### src/pkg/rpd_regs.svh
// Register offsets, field positions and timing constants of the reset and power-down controller
`ifndef RPD_REGS_SVH
`define RPD_REGS_SVH

// ----------------------------------------------------------------------------
// Register map
// ----------------------------------------------------------------------------
`define RPD_ADDR_W        8
`define RPD_OFS_CFG       8'h00
`define RPD_OFS_STAT      8'h04
`define RPD_OFS_FLAG      8'h08
`define RPD_CFG_PDCFG     0
`define RPD_CFG_BDREN     5
`define RPD_STAT_STATE    0
`define RPD_STAT_RST_OUT  3
`define RPD_STAT_PULLUP   4
`define RPD_STAT_FLAG     8
`define RPD_NUM_EXT       8

// ----------------------------------------------------------------------------
// Timing
// ----------------------------------------------------------------------------
`define RPD_CLK_NS        50
`define RPD_TCL_PER_CLK   2
`define RPD_RST_SEQ_TCL   1024
`define RPD_RST_SEQ_CYC   (`RPD_RST_SEQ_TCL / `RPD_TCL_PER_CLK)
`define RPD_WAKE_MIN_NS   40
`define RPD_WAKE_CYC      ((`RPD_WAKE_MIN_NS + `RPD_CLK_NS - 1) / `RPD_CLK_NS)
`define RPD_OSC_WAIT_CYC  16
`define RPD_CNT_W         10

`endif

### src/pkg/rpd_pkg.sv
// Types shared by the reset and power-down controller
`default_nettype none

package rpd_pkg;

   // Gray order along run -> idle -> power-down -> wake and through the reset path
   typedef enum logic [2:0] {
      ST_RUN       = 3'h0,
      ST_IDLE      = 3'h1,
      ST_PD_INT    = 3'h3,
      ST_WAKE      = 3'h2,
      ST_RST_SYNC  = 3'h6,
      ST_RST_WAIT  = 3'h7,
      ST_RST_ASYNC = 3'h5,
      ST_PD_PROT   = 3'h4
   } rpd_state_e;

endpackage

`default_nettype wire

### src/rpd_ctrl.sv
// Reset pin, wake-capacitor pin and idle / power-down controller with an APB register slave
//
// The implementer's own choices: the APB slave port and the placing of the registers.
`default_nettype none
`include "rpd_regs.svh"

// Notes on behaviour
// - Idle stops the CPU only; a low reset pin or an interrupt request ends it, watchdog and software requests do not.
// - Power-down stops CPU and peripheral clocks.
// - Protected power-down is entered only while the NMI pin is still low.
// - Protected power-down is left only by a hardware reset.
// - Interruptible power-down also stops oscillator and PLL.
// - A valid wake restarts oscillator and PLL and turns on the wake-pin pulldown.
// - Enabled waking interrupt is serviced, then execution resumes.
// - Disabled waking interrupt leaves its flag set until software clears it.
// - Pending external bus actions finish before idle or power-down.
// - No entry when READY is enabled but was not seen on the last access.
// - Reset output stays low after reset until end of initialisation.
// - With bidirectional enable set, sync, watchdog and software resets pull reset pin low.
// - With power-down config set, wake pin pullup is on except during a reset sequence, which clears the config.
// - Wake pin pulldown is on whenever the reset input pin is low.
// - Short reset pulse with wake pin high gives a synchronous reset.
// - Reset held until wake pin discharges gives an asynchronous reset.
// - Bidirectional enable is bit 5 of the config register, cleared by every reset.
// - Low reset pin: synchronous if wake pin high, asynchronous if low.
module rpd_ctrl
   import rpd_pkg::*;
(
   input  wire logic                    clock,
   input  wire logic                    reset,
   input  wire logic                    clk_en,
   input  wire logic                    psel,
   input  wire logic                    penable,
   input  wire logic                    pwrite,
   input  wire logic [`RPD_ADDR_W-1:0]  paddr,
   input  wire logic [31:0]             pwdata,
   output var  logic [31:0]             prdata,
   output var  logic                    pready,
   output var  logic                    pslverr,
   input  wire logic                    reset_input_pin_in,
   output var  logic                    reset_input_pin_out,
   output var  logic                    reset_input_pin_oe,
   input  wire logic                    wake_cap_pin_in,
   output var  logic                    wake_cap_pullup_en,
   output var  logic                    wake_cap_pulldown_en,
   input  wire logic                    nmi_pin_n_in,
   input  wire logic [`RPD_NUM_EXT-1:0] fast_ext_irq_pin,
   input  wire logic [`RPD_NUM_EXT-1:0] ext_irq_enable,
   input  wire logic                    irq_request,
   input  wire logic                    idle_instr,
   input  wire logic                    power_down_instr,
   input  wire logic                    end_of_init_instr,
   input  wire logic                    wdt_reset_req,
   input  wire logic                    sw_reset_req,
   input  wire logic                    bus_busy,
   input  wire logic                    ready_enabled,
   input  wire logic                    ready_seen,
   output var  logic                    reset_output_pin,
   output var  logic                    sys_reset,
   output var  logic                    cpu_clk_stop,
   output var  logic                    periph_clk_stop,
   output var  logic                    osc_pll_stop,
   output var  logic                    wake_service_req,
   output var  logic [2:0]              wake_service_idx,
   output var  logic                    resume_pulse,
   output var  logic                    entry_refused
);

   // -------------------------------------------------------------------------
   // Helpers
   // -------------------------------------------------------------------------
   function automatic logic in_reset(input rpd_state_e s);
      return (s == ST_RST_SYNC) || (s == ST_RST_WAIT) || (s == ST_RST_ASYNC);
   endfunction

   function automatic logic in_pd(input rpd_state_e s);
      return (s == ST_PD_INT) || (s == ST_PD_PROT);
   endfunction

   function automatic logic mapped(input logic [`RPD_ADDR_W-1:0] a);
      return (a == `RPD_OFS_CFG) || (a == `RPD_OFS_STAT) || (a == `RPD_OFS_FLAG);
   endfunction

   function automatic logic [2:0] first_set(input logic [`RPD_NUM_EXT-1:0] v);
      logic [2:0] r;
      r = 3'h0;
      for (int i = `RPD_NUM_EXT - 1; i >= 0; i--) begin
         if (v[i]) r = 3'(i);
      end
      return r;
   endfunction

   // -------------------------------------------------------------------------
   // Pin synchronisers
   // -------------------------------------------------------------------------
   logic [`RPD_NUM_EXT+2:0] pins_s;
   logic                    rst_pin_low;
   logic                    cap_high;
   logic                    nmi_high;
   logic [`RPD_NUM_EXT-1:0] ext_s;

   rpd_sync #(
      .W    (`RPD_NUM_EXT + 3),
      .INIT ({3'h7, `RPD_NUM_EXT'h00})
   ) u_sync (
      .clock  (clock),
      .reset  (reset),
      .clk_en (clk_en),
      .d      ({reset_input_pin_in, wake_cap_pin_in, nmi_pin_n_in, fast_ext_irq_pin}),
      .q      (pins_s)
   );

   assign rst_pin_low = !pins_s[`RPD_NUM_EXT+2];
   assign cap_high    = pins_s[`RPD_NUM_EXT+1];
   assign nmi_high    = pins_s[`RPD_NUM_EXT];
   assign ext_s       = pins_s[`RPD_NUM_EXT-1:0];

   // -------------------------------------------------------------------------
   // Control state
   // -------------------------------------------------------------------------
   rpd_state_e              state_reg,   state_next;
   logic [`RPD_CNT_W-1:0]   cnt_reg,     cnt_next;
   logic                    pdcfg_reg,   pdcfg_next;
   logic                    bdren_reg,   bdren_next;
   logic                    bdr_reg,     bdr_next;
   logic                    pend_i_reg,  pend_i_next;
   logic                    pend_p_reg,  pend_p_next;
   logic                    wake_pd_reg, wake_pd_next;
   logic [2:0]              idx_next;
   logic [`RPD_NUM_EXT-1:0] flag_reg,    flag_next;
   logic                    reset_output_pin_next;
   logic                    svc_next;
   logic                    resume_next;
   logic                    refused_next;
   logic                    wr_cfg;
   logic                    wr_flag;

   assign wr_cfg  = psel && penable && pwrite && pready && (paddr == `RPD_OFS_CFG);
   assign wr_flag = psel && penable && pwrite && pready && (paddr == `RPD_OFS_FLAG);

   always_comb begin
      state_next   = state_reg;
      cnt_next     = cnt_reg;
      pdcfg_next   = pdcfg_reg;
      bdren_next   = bdren_reg;
      bdr_next     = bdr_reg;
      pend_i_next  = pend_i_reg;
      pend_p_next  = pend_p_reg;
      wake_pd_next = wake_pd_reg;
      idx_next     = wake_service_idx;
      flag_next    = flag_reg;
      reset_output_pin_next  = reset_output_pin;
      svc_next     = 1'b0;
      resume_next  = 1'b0;
      refused_next = 1'b0;
      if (wr_cfg) begin
         pdcfg_next = pwdata[`RPD_CFG_PDCFG];
         bdren_next = pwdata[`RPD_CFG_BDREN];
      end
      if (wr_flag) begin
         flag_next = flag_reg & ~pwdata[`RPD_NUM_EXT-1:0];
      end
      unique case (state_reg)
         ST_RUN: begin
            if (end_of_init_instr) begin
               reset_output_pin_next = 1'b1;
            end
            if (wdt_reset_req || sw_reset_req) begin
               state_next = ST_RST_SYNC;
            end else begin
               if (idle_instr || power_down_instr) begin
                  if (ready_enabled && !ready_seen) begin
                     refused_next = 1'b1;
                  end else if (power_down_instr && !pdcfg_reg && nmi_high) begin
                     refused_next = 1'b1;
                  end else begin
                     pend_i_next = idle_instr;
                     pend_p_next = power_down_instr;
                  end
               end
               // Entry waits for the external bus to drain
               if ((pend_i_next || pend_p_next) && !bus_busy) begin
                  if (pend_p_next) begin
                     state_next = pdcfg_reg ? ST_PD_INT : ST_PD_PROT;
                  end else begin
                     state_next = ST_IDLE;
                  end
                  pend_i_next = 1'b0;
                  pend_p_next = 1'b0;
                  cnt_next    = '0;
               end
            end
         end
         ST_IDLE: begin
            if (irq_request) begin
               state_next  = ST_RUN;
               resume_next = 1'b1;
            end
         end
         ST_PD_PROT: begin
            state_next = ST_PD_PROT;
         end
         ST_PD_INT: begin
            if (|ext_s) begin
               if (cnt_reg >= `RPD_CNT_W'(`RPD_WAKE_CYC - 1)) begin
                  state_next   = ST_WAKE;
                  wake_pd_next = 1'b1;
                  idx_next     = first_set(ext_s);
                  cnt_next     = '0;
               end else begin
                  cnt_next = cnt_reg + 1'b1;
               end
            end else begin
               cnt_next = '0;
            end
         end
         ST_WAKE: begin
            // Oscillator and PLL get a settling time before the resume pulse; CPU and peripheral clocks already run during it
            if (cnt_reg == `RPD_CNT_W'(`RPD_OSC_WAIT_CYC - 1)) begin
               state_next  = ST_RUN;
               resume_next = 1'b1;
               if (ext_irq_enable[wake_service_idx]) begin
                  svc_next = 1'b1;
               end
            end else begin
               cnt_next = cnt_reg + 1'b1;
            end
         end
         ST_RST_SYNC: begin
            if (cnt_reg == `RPD_CNT_W'(`RPD_RST_SEQ_CYC - 1)) begin
               state_next = ST_RST_WAIT;
               bdr_next   = 1'b0;
            end else begin
               cnt_next = cnt_reg + 1'b1;
            end
         end
         ST_RST_WAIT: begin
            if (!rst_pin_low) begin
               state_next = ST_RUN;
            end
         end
         ST_RST_ASYNC: begin
            if (!rst_pin_low) begin
               state_next = ST_RUN;
            end
         end
      endcase
      // Reset pin outranks every mode; our own pulldown must not retrigger a sequence
      if (rst_pin_low && !cap_high) begin
         state_next = ST_RST_ASYNC;
      end else if (rst_pin_low && !in_reset(state_reg)) begin
         state_next = ST_RST_SYNC;
      end
      if (in_reset(state_next) && !in_reset(state_reg)) begin
         bdr_next     = (state_next == ST_RST_SYNC) && bdren_reg;
         cnt_next     = '0;
         pend_i_next  = 1'b0;
         pend_p_next  = 1'b0;
         wake_pd_next = 1'b0;
         reset_output_pin_next  = 1'b0;
      end
      if (in_reset(state_next)) begin
         pdcfg_next = 1'b0;
         bdren_next = 1'b0;
      end
      if (state_next == ST_RST_ASYNC) begin
         bdr_next = 1'b0;
      end
      // Hardware set wins over a software clear in the same cycle
      if (state_reg == ST_WAKE && resume_next && !ext_irq_enable[wake_service_idx]) begin
         flag_next[wake_service_idx] = 1'b1;
      end
   end

   always_ff @(posedge clock) begin
      if (reset) begin
         state_reg            <= ST_RUN;
         cnt_reg              <= '0;
         pdcfg_reg            <= 1'b0;
         bdren_reg            <= 1'b0;
         bdr_reg              <= 1'b0;
         pend_i_reg           <= 1'b0;
         pend_p_reg           <= 1'b0;
         wake_pd_reg          <= 1'b0;
         flag_reg             <= '0;
         wake_service_idx     <= 3'h0;
         reset_output_pin     <= 1'b0;
         wake_service_req     <= 1'b0;
         resume_pulse         <= 1'b0;
         entry_refused        <= 1'b0;
         sys_reset            <= 1'b0;
         cpu_clk_stop         <= 1'b0;
         periph_clk_stop      <= 1'b0;
         osc_pll_stop         <= 1'b0;
         reset_input_pin_out  <= 1'b0;
         reset_input_pin_oe   <= 1'b0;
         wake_cap_pullup_en   <= 1'b0;
         wake_cap_pulldown_en <= 1'b0;
      end else if (clk_en) begin
         state_reg            <= state_next;
         cnt_reg              <= cnt_next;
         pdcfg_reg            <= pdcfg_next;
         bdren_reg            <= bdren_next;
         bdr_reg              <= bdr_next;
         pend_i_reg           <= pend_i_next;
         pend_p_reg           <= pend_p_next;
         wake_pd_reg          <= wake_pd_next;
         flag_reg             <= flag_next;
         wake_service_idx     <= idx_next;
         reset_output_pin     <= reset_output_pin_next;
         wake_service_req     <= svc_next;
         resume_pulse         <= resume_next;
         entry_refused        <= refused_next;
         sys_reset            <= in_reset(state_next);
         cpu_clk_stop         <= (state_next == ST_IDLE) || in_pd(state_next);
         periph_clk_stop      <= in_pd(state_next);
         osc_pll_stop         <= (state_next == ST_PD_INT);
         reset_input_pin_out  <= 1'b0;
         reset_input_pin_oe   <= bdr_next && (state_next == ST_RST_SYNC);
         wake_cap_pullup_en   <= pdcfg_next && !in_reset(state_next);
         wake_cap_pulldown_en <= rst_pin_low || wake_pd_next;
      end
   end

   // -------------------------------------------------------------------------
   // APB slave, zero wait states; read data is captured in the setup cycle
   // -------------------------------------------------------------------------
   logic [31:0] prdata_next;
   logic        pready_next;
   logic        pslverr_next;

   always_comb begin
      prdata_next  = prdata;
      pready_next  = psel && !penable;
      pslverr_next = 1'b0;
      if (psel && !penable) begin
         pslverr_next = !mapped(paddr);
         prdata_next  = 32'h0;
         if (paddr == `RPD_OFS_CFG) begin
            prdata_next[`RPD_CFG_PDCFG] = pdcfg_reg;
            prdata_next[`RPD_CFG_BDREN] = bdren_reg;
         end else if (paddr == `RPD_OFS_STAT) begin
            prdata_next[`RPD_STAT_STATE +: 3] = state_reg;
            prdata_next[`RPD_STAT_RST_OUT]    = reset_output_pin;
            prdata_next[`RPD_STAT_PULLUP]     = wake_cap_pullup_en;
         end else if (paddr == `RPD_OFS_FLAG) begin
            prdata_next[`RPD_STAT_FLAG +: `RPD_NUM_EXT] = flag_reg;
         end
      end
   end

   always_ff @(posedge clock) begin
      if (reset) begin
         prdata  <= 32'h0;
         pready  <= 1'b0;
         pslverr <= 1'b0;
      end else if (clk_en) begin
         prdata  <= prdata_next;
         pready  <= pready_next;
         pslverr <= pslverr_next;
      end
   end

   // -------------------------------------------------------------------------
   // Assertions
   // -------------------------------------------------------------------------
   property p_idle_exit;
      @(posedge clock) disable iff (reset || !clk_en)
      (state_reg == ST_IDLE && irq_request && !rst_pin_low) |=> (state_reg == ST_RUN);
   endproperty
   a_idle_exit: assert property (p_idle_exit) else $error("idle not left on interrupt");

   property p_pd_stop;
      @(posedge clock) disable iff (reset || !clk_en)
      in_pd(state_reg) |-> (cpu_clk_stop && periph_clk_stop);
   endproperty
   a_pd_stop: assert property (p_pd_stop) else $error("clocks run in power-down");

   property p_prot_refuse;
      @(posedge clock) disable iff (reset || !clk_en)
      (state_reg == ST_RUN && power_down_instr && !pdcfg_reg && nmi_high && !rst_pin_low)
         |=> (state_reg != ST_PD_PROT) && entry_refused;
   endproperty
   a_prot_refuse: assert property (p_prot_refuse) else $error("protected entry with nmi high");

   property p_prot_hold;
      @(posedge clock) disable iff (reset || !clk_en)
      (state_reg == ST_PD_PROT && !rst_pin_low) |=> (state_reg == ST_PD_PROT);
   endproperty
   a_prot_hold: assert property (p_prot_hold) else $error("protected power-down left early");

   property p_osc_stop;
      @(posedge clock) disable iff (reset || !clk_en)
      (state_reg == ST_PD_INT) |-> osc_pll_stop;
   endproperty
   a_osc_stop: assert property (p_osc_stop) else $error("oscillator runs in power-down");

   property p_wake;
      @(posedge clock) disable iff (reset || !clk_en)
      (state_reg == ST_PD_INT && (|ext_s) && !rst_pin_low)
         |=> (!osc_pll_stop && wake_cap_pulldown_en && state_reg == ST_WAKE);
   endproperty
   a_wake: assert property (p_wake) else $error("wake did not restart oscillator");

   property p_bus_drain;
      @(posedge clock) disable iff (reset || !clk_en)
      (state_reg == ST_RUN && bus_busy && !rst_pin_low && !wdt_reset_req && !sw_reset_req)
         |=> (state_reg == ST_RUN);
   endproperty
   a_bus_drain: assert property (p_bus_drain) else $error("entered low power with bus busy");

   property p_ready_refuse;
      @(posedge clock) disable iff (reset || !clk_en)
      (state_reg == ST_RUN && idle_instr && ready_enabled && !ready_seen && !rst_pin_low)
         |=> entry_refused ##1 (state_reg == ST_RUN);
   endproperty
   a_ready_refuse: assert property (p_ready_refuse) else $error("entry despite missing READY");

   property p_reset_out;
      @(posedge clock) disable iff (reset || !clk_en)
      (state_reg == ST_RUN && end_of_init_instr && !rst_pin_low && !wdt_reset_req && !sw_reset_req)
         |=> reset_output_pin;
   endproperty
   a_reset_out: assert property (p_reset_out) else $error("reset output not raised");

   property p_sync_entry;
      @(posedge clock) disable iff (reset || !clk_en)
      (state_reg == ST_RUN && rst_pin_low && cap_high) |=> (state_reg == ST_RST_SYNC) && sys_reset;
   endproperty
   a_sync_entry: assert property (p_sync_entry) else $error("no synchronous reset");

   property p_pin_pulldown;
      @(posedge clock) disable iff (reset || !clk_en)
      rst_pin_low |=> wake_cap_pulldown_en;
   endproperty
   a_pin_pulldown: assert property (p_pin_pulldown) else $error("wake pulldown off");

endmodule

`default_nettype wire

### src/rpd_sync.sv
// Three-stage pin synchroniser that passes a change once stages two and three agree
`default_nettype none

module rpd_sync #(
   parameter int unsigned    W    = 1,
   parameter logic [W-1:0]   INIT = '0
) (
   input  wire logic         clock,
   input  wire logic         reset,
   input  wire logic         clk_en,
   input  wire logic [W-1:0] d,
   output var  logic [W-1:0] q
);

   logic [W-1:0] s1_reg;
   logic [W-1:0] s2_reg;
   logic [W-1:0] s3_reg;
   logic [W-1:0] q_next;

   always_comb begin
      for (int i = 0; i < W; i++) begin
         q_next[i] = (s2_reg[i] == s3_reg[i]) ? s3_reg[i] : q[i];
      end
   end

   always_ff @(posedge clock) begin
      if (reset) begin
         s1_reg <= INIT;
         s2_reg <= INIT;
         s3_reg <= INIT;
         q      <= INIT;
      end else if (clk_en) begin
         s1_reg <= d;
         s2_reg <= s1_reg;
         s3_reg <= s2_reg;
         q      <= q_next;
      end
   end

endmodule

`default_nettype wire

### config.mk
export PLATFORM = sky130hd
export DESIGN_NAME = rpd_ctrl
export DESIGN_NICKNAME = d
export VERILOG_FILES = /design/src/pkg/rpd_pkg.sv /design/src/rpd_ctrl.sv /design/src/rpd_sync.sv
export VERILOG_INCLUDE_DIRS = /design/src /design/src/pkg
export SDC_FILE = /design/constraint.sdc
export NUM_CORES = 1
export LEC_CHECK = 0
export ABC_AREA = 0
export ABC_CLOCK_PERIOD_IN_PS = 3200
export BUFFER_PORTS_ARGS = -buffer_cell sky130_fd_sc_hd__buf_2
export CAP_MARGIN = 15
export CORE_MARGIN = 1.5
export CORE_UTILIZATION = 45
export DETAILED_ROUTE_END_ITERATION = 16
export PLACE_DENSITY = 0.82
export SETUP_SLACK_MARGIN = 0.05
export SLEW_MARGIN = 5
export SYNTH_ARGS = -nofsm -noshare
export SYNTH_HDL_FRONTEND = slang
export SYNTH_SLANG_ARGS = --single-unit
### constraint.sdc
create_clock -name clock -period 3.2 [get_ports clock]
set_input_delay 0.48 -clock clock [delete_from_list [all_inputs] [get_ports clock]]
set_output_delay 0.48 -clock clock [all_outputs]
set_load 0.01 [all_outputs]
==> flow_metrics.py <==
metrics = {
    "run_status": {
        "status": "finished, final reports clean",
    },
    "detailed_routing": {
        "dr.pass1.iters": 5,
        "drt_drc_violations_left": 0,
        "wire_per_inst_um": 13.4,
        "ant_nets": 0,
        "drt-initial-drc-count": 180,
        "vias": 4193,
        "viasPerCell": 5.48,
        "routed_wl_um": 10300,
    },
    "worst_setup_path": {
        "cp_max_fo": 14,
        "cp.required_ns": 3.47,
        "critical_path_class": "flop to flop",
        "crit_slowest_cell": "dfxtp_1",
        "crit_chain": "nor2_1, a21o_1, a221o_1, a311oi_4, a31oi_2, or3_1, a22oi_1",
        "critPathTopFamily": "compound AO/OA/AOI/OAI gates",
        "end_kind": "flop",
        "critPathBufInv": 0,
        "cp_slowest_stage_delay_ns": 0.60,
        "cp-start-kind": "flop",
        "cp.arrival_ns": 2.99,
    },
    "cells_and_area": {
        "syn2layout_area_growth_pct": 12.8,
        "nets": 699,
        "post-route-cell-area_um2": 5270,
        "fillers": 961,
        "largest_register_ffs": 14,
        "layout-drive-gt1-share": 0.184,
        "regMostFlops": "prdata",
        "antenna_cells": 0,
    },
    "global_routing": {
        "antenna_found_initial": 0,
        "use_met1": 0.238,
        "busiest_layer": "met2",
        "grt_first_pass_wirelength_um": 16800,
        "grtUsageMet2": 0.303,
        "use_met3": 0.0306,
        "grt_pass1_vias": 3725,
        "grt_max_degree": 89,
        "grt_usage": 0.185,
        "grt_overflow_total": 0,
    },
    "die": {
        "die_w_um": 105,
        "die_area_um2": 11000,
        "die_h_um": 105,
        "start_util": 0.458,
        "ios": 123,
        "row_count": 37,
        "core_um2": 10200,
    },
    "place": {
        "gp_congestion": 0.894,
        "dp_hpwl_um": 7370,
        "portBuffers": 79,
        "placed_cell_area_um2": 5070,
    },
    "pwr": {
        "leakage_uw": 0.00220,
        "vdd_ir_drop_max_uv": 303,
        "cellPowerDensity_nw_per_um2": 457,
    },
    "logic_synthesis": {
        "yosys-top-cells-area": "dfxtp_1 43%, mux2i_1 6.2%, nor2_1 5.9%",
        "ys.flop_type": "dfxtp_1",
        "yosysWarnings": 0,
        "synth.top_cells.by_count": "100 x dfxtp_1, 73 x nor2_1, 65 x nand2_1",
        "avgSynthCellArea_um2": 8.31,
        "syn_area_um2": 4670,
        "synthCells": 562,
        "synth_edf_count": 0,
        "yosysMostFrequentCell": "dfxtp_1",
        "yosysTopAreaCell": "dfxtp_1",
        "yosysSeqAreaShare": 0.429,
        "yosysTopAreaCellShare": 0.429,
        "ys_seq_elements": 100,
        "async_reset_ff_frac": 0,
        "yosysUniqueCellTypes": 59,
    },
    "cts": {
        "cts_resized": 0,
        "post-cts-setup-buffers": 0,
        "cts-root-buf": "clkbuf_8",
        "cts_htree_levels": 3,
        "cts_buffers": 9,
        "clock_path_buffers": 2,
        "ctsHoldBuffers": 0,
        "clock_latency_ns": 0.35,
        "clkTransAtPathRegs_ns": 0.10,
        "cts_tree": "built",
        "clkSinkCount": 100,
    },
    "timing": {
        "worst_pin_slew_ns": 0.916,
        "finalSetupTns_ns": 0,
        "min_period_over_period": 0.851,
        "holdWs_ns": 0.342,
        "slew_headroom": 0.390,
        "fin_crit_ns": 2.72,
        "fmax_mhz": 367,
        "skew_ns": 0.00740,
        "drv_slew": 0,
        "setup_viol": 0,
        "rsz0062_at_grt": "no",
        "hold_viol_final": 0,
    },
    "run": {
        "drv_cap": 0,
    },
    "min_path": {
        "min_path_type": "primary input to flop",
    },
}
[power by group]
group          total [µW]  switching, µW  internal (µW)
Sequential           1310           29.3           1280
Combinational         321            196            125
Clock                 781            460            321
[metal layers]
| metal | wire (µm) | part of all wire |
|---|---|---|
| met1 | 4780 | 0.47 |
| met2 | 4720 | 0.46 |
| met3 | 527 | 0.051 |
| met4 | 231 | 0.023 |
| met5 | 0 | 0 |
[layout by cell type (no fill, tap or decap), types with 8 or more instances in the layout]
cell,Yosys,final
nor2_1,73,73
inv_1,11,11
a32o_1,8,8
mux2i_1,29,29
dfxtp_1,100,100
conb_1,1,19
clkbuf_8,0,10
nor3_1,14,14
o21ai_0,36,36
a21oi_1,48,48
a22oi_1,15,15
nand3_1,9,9
nand2_1,65,65
nand2b_1,9,9
buf_2,3,79
[worst min-delay path, cell delays in order]
cell	delay [ns]
buf_2	0.07
mux2i_1	0.05
nand2_1	0.06
[metrics by stage]
step,total power (µW),utilization,setup WS (ns),cells
2_1_floorplan,1570,-,0.785,580
3_5_place_dp,1650,0.498,0.400,749
4_1_cts,2430,0.517,0.478,765
5_1_grt,2520,0.517,0.294,765
6_report,2410,0.517,0.477,765
3_3_place_gp,1650,0.498,0.437,749
[cell families after synthesis]
family,Yosys count,share of synthesized area
DFF,100,0.429
and+or+nand+nor,223,0.226
adders and majority gates,1,0.00268
AOI/OAI and AO/OA,142,0.200
other,1,0.000803
muxes,32,0.0742
buffers and inverters,63,0.0675
[layout make-up]
type | instances | area (µm²) | share of cell area
inverters | 11 | 41.3 | 0.00784
repair buffers | 85 | 440 | 0.0837
clock inverters | 6 | 53.8 | 0.0102
flip-flops and latches | 100 | 2000 | 0.380
clock buffers | 10 | 138 | 0.0261
well taps | 136 | 170 | 0.0323
multi-input cells | 417 | 2420 | 0.460
[worst paths after layout]
path,from,end,slack [ns],cells past startpoint
min,nmi_pin_n_in,u_sync.s1_reg[8],0.34,3
min reg2reg,u_sync.s3_reg[7],u_sync.q[7],0.46,2
max,state_reg[2],wake_cap_pullup_en,0.48,7
max reg2reg,state_reg[2],wake_cap_pullup_en,0.48,7
(Power assumes the default switching activity.)
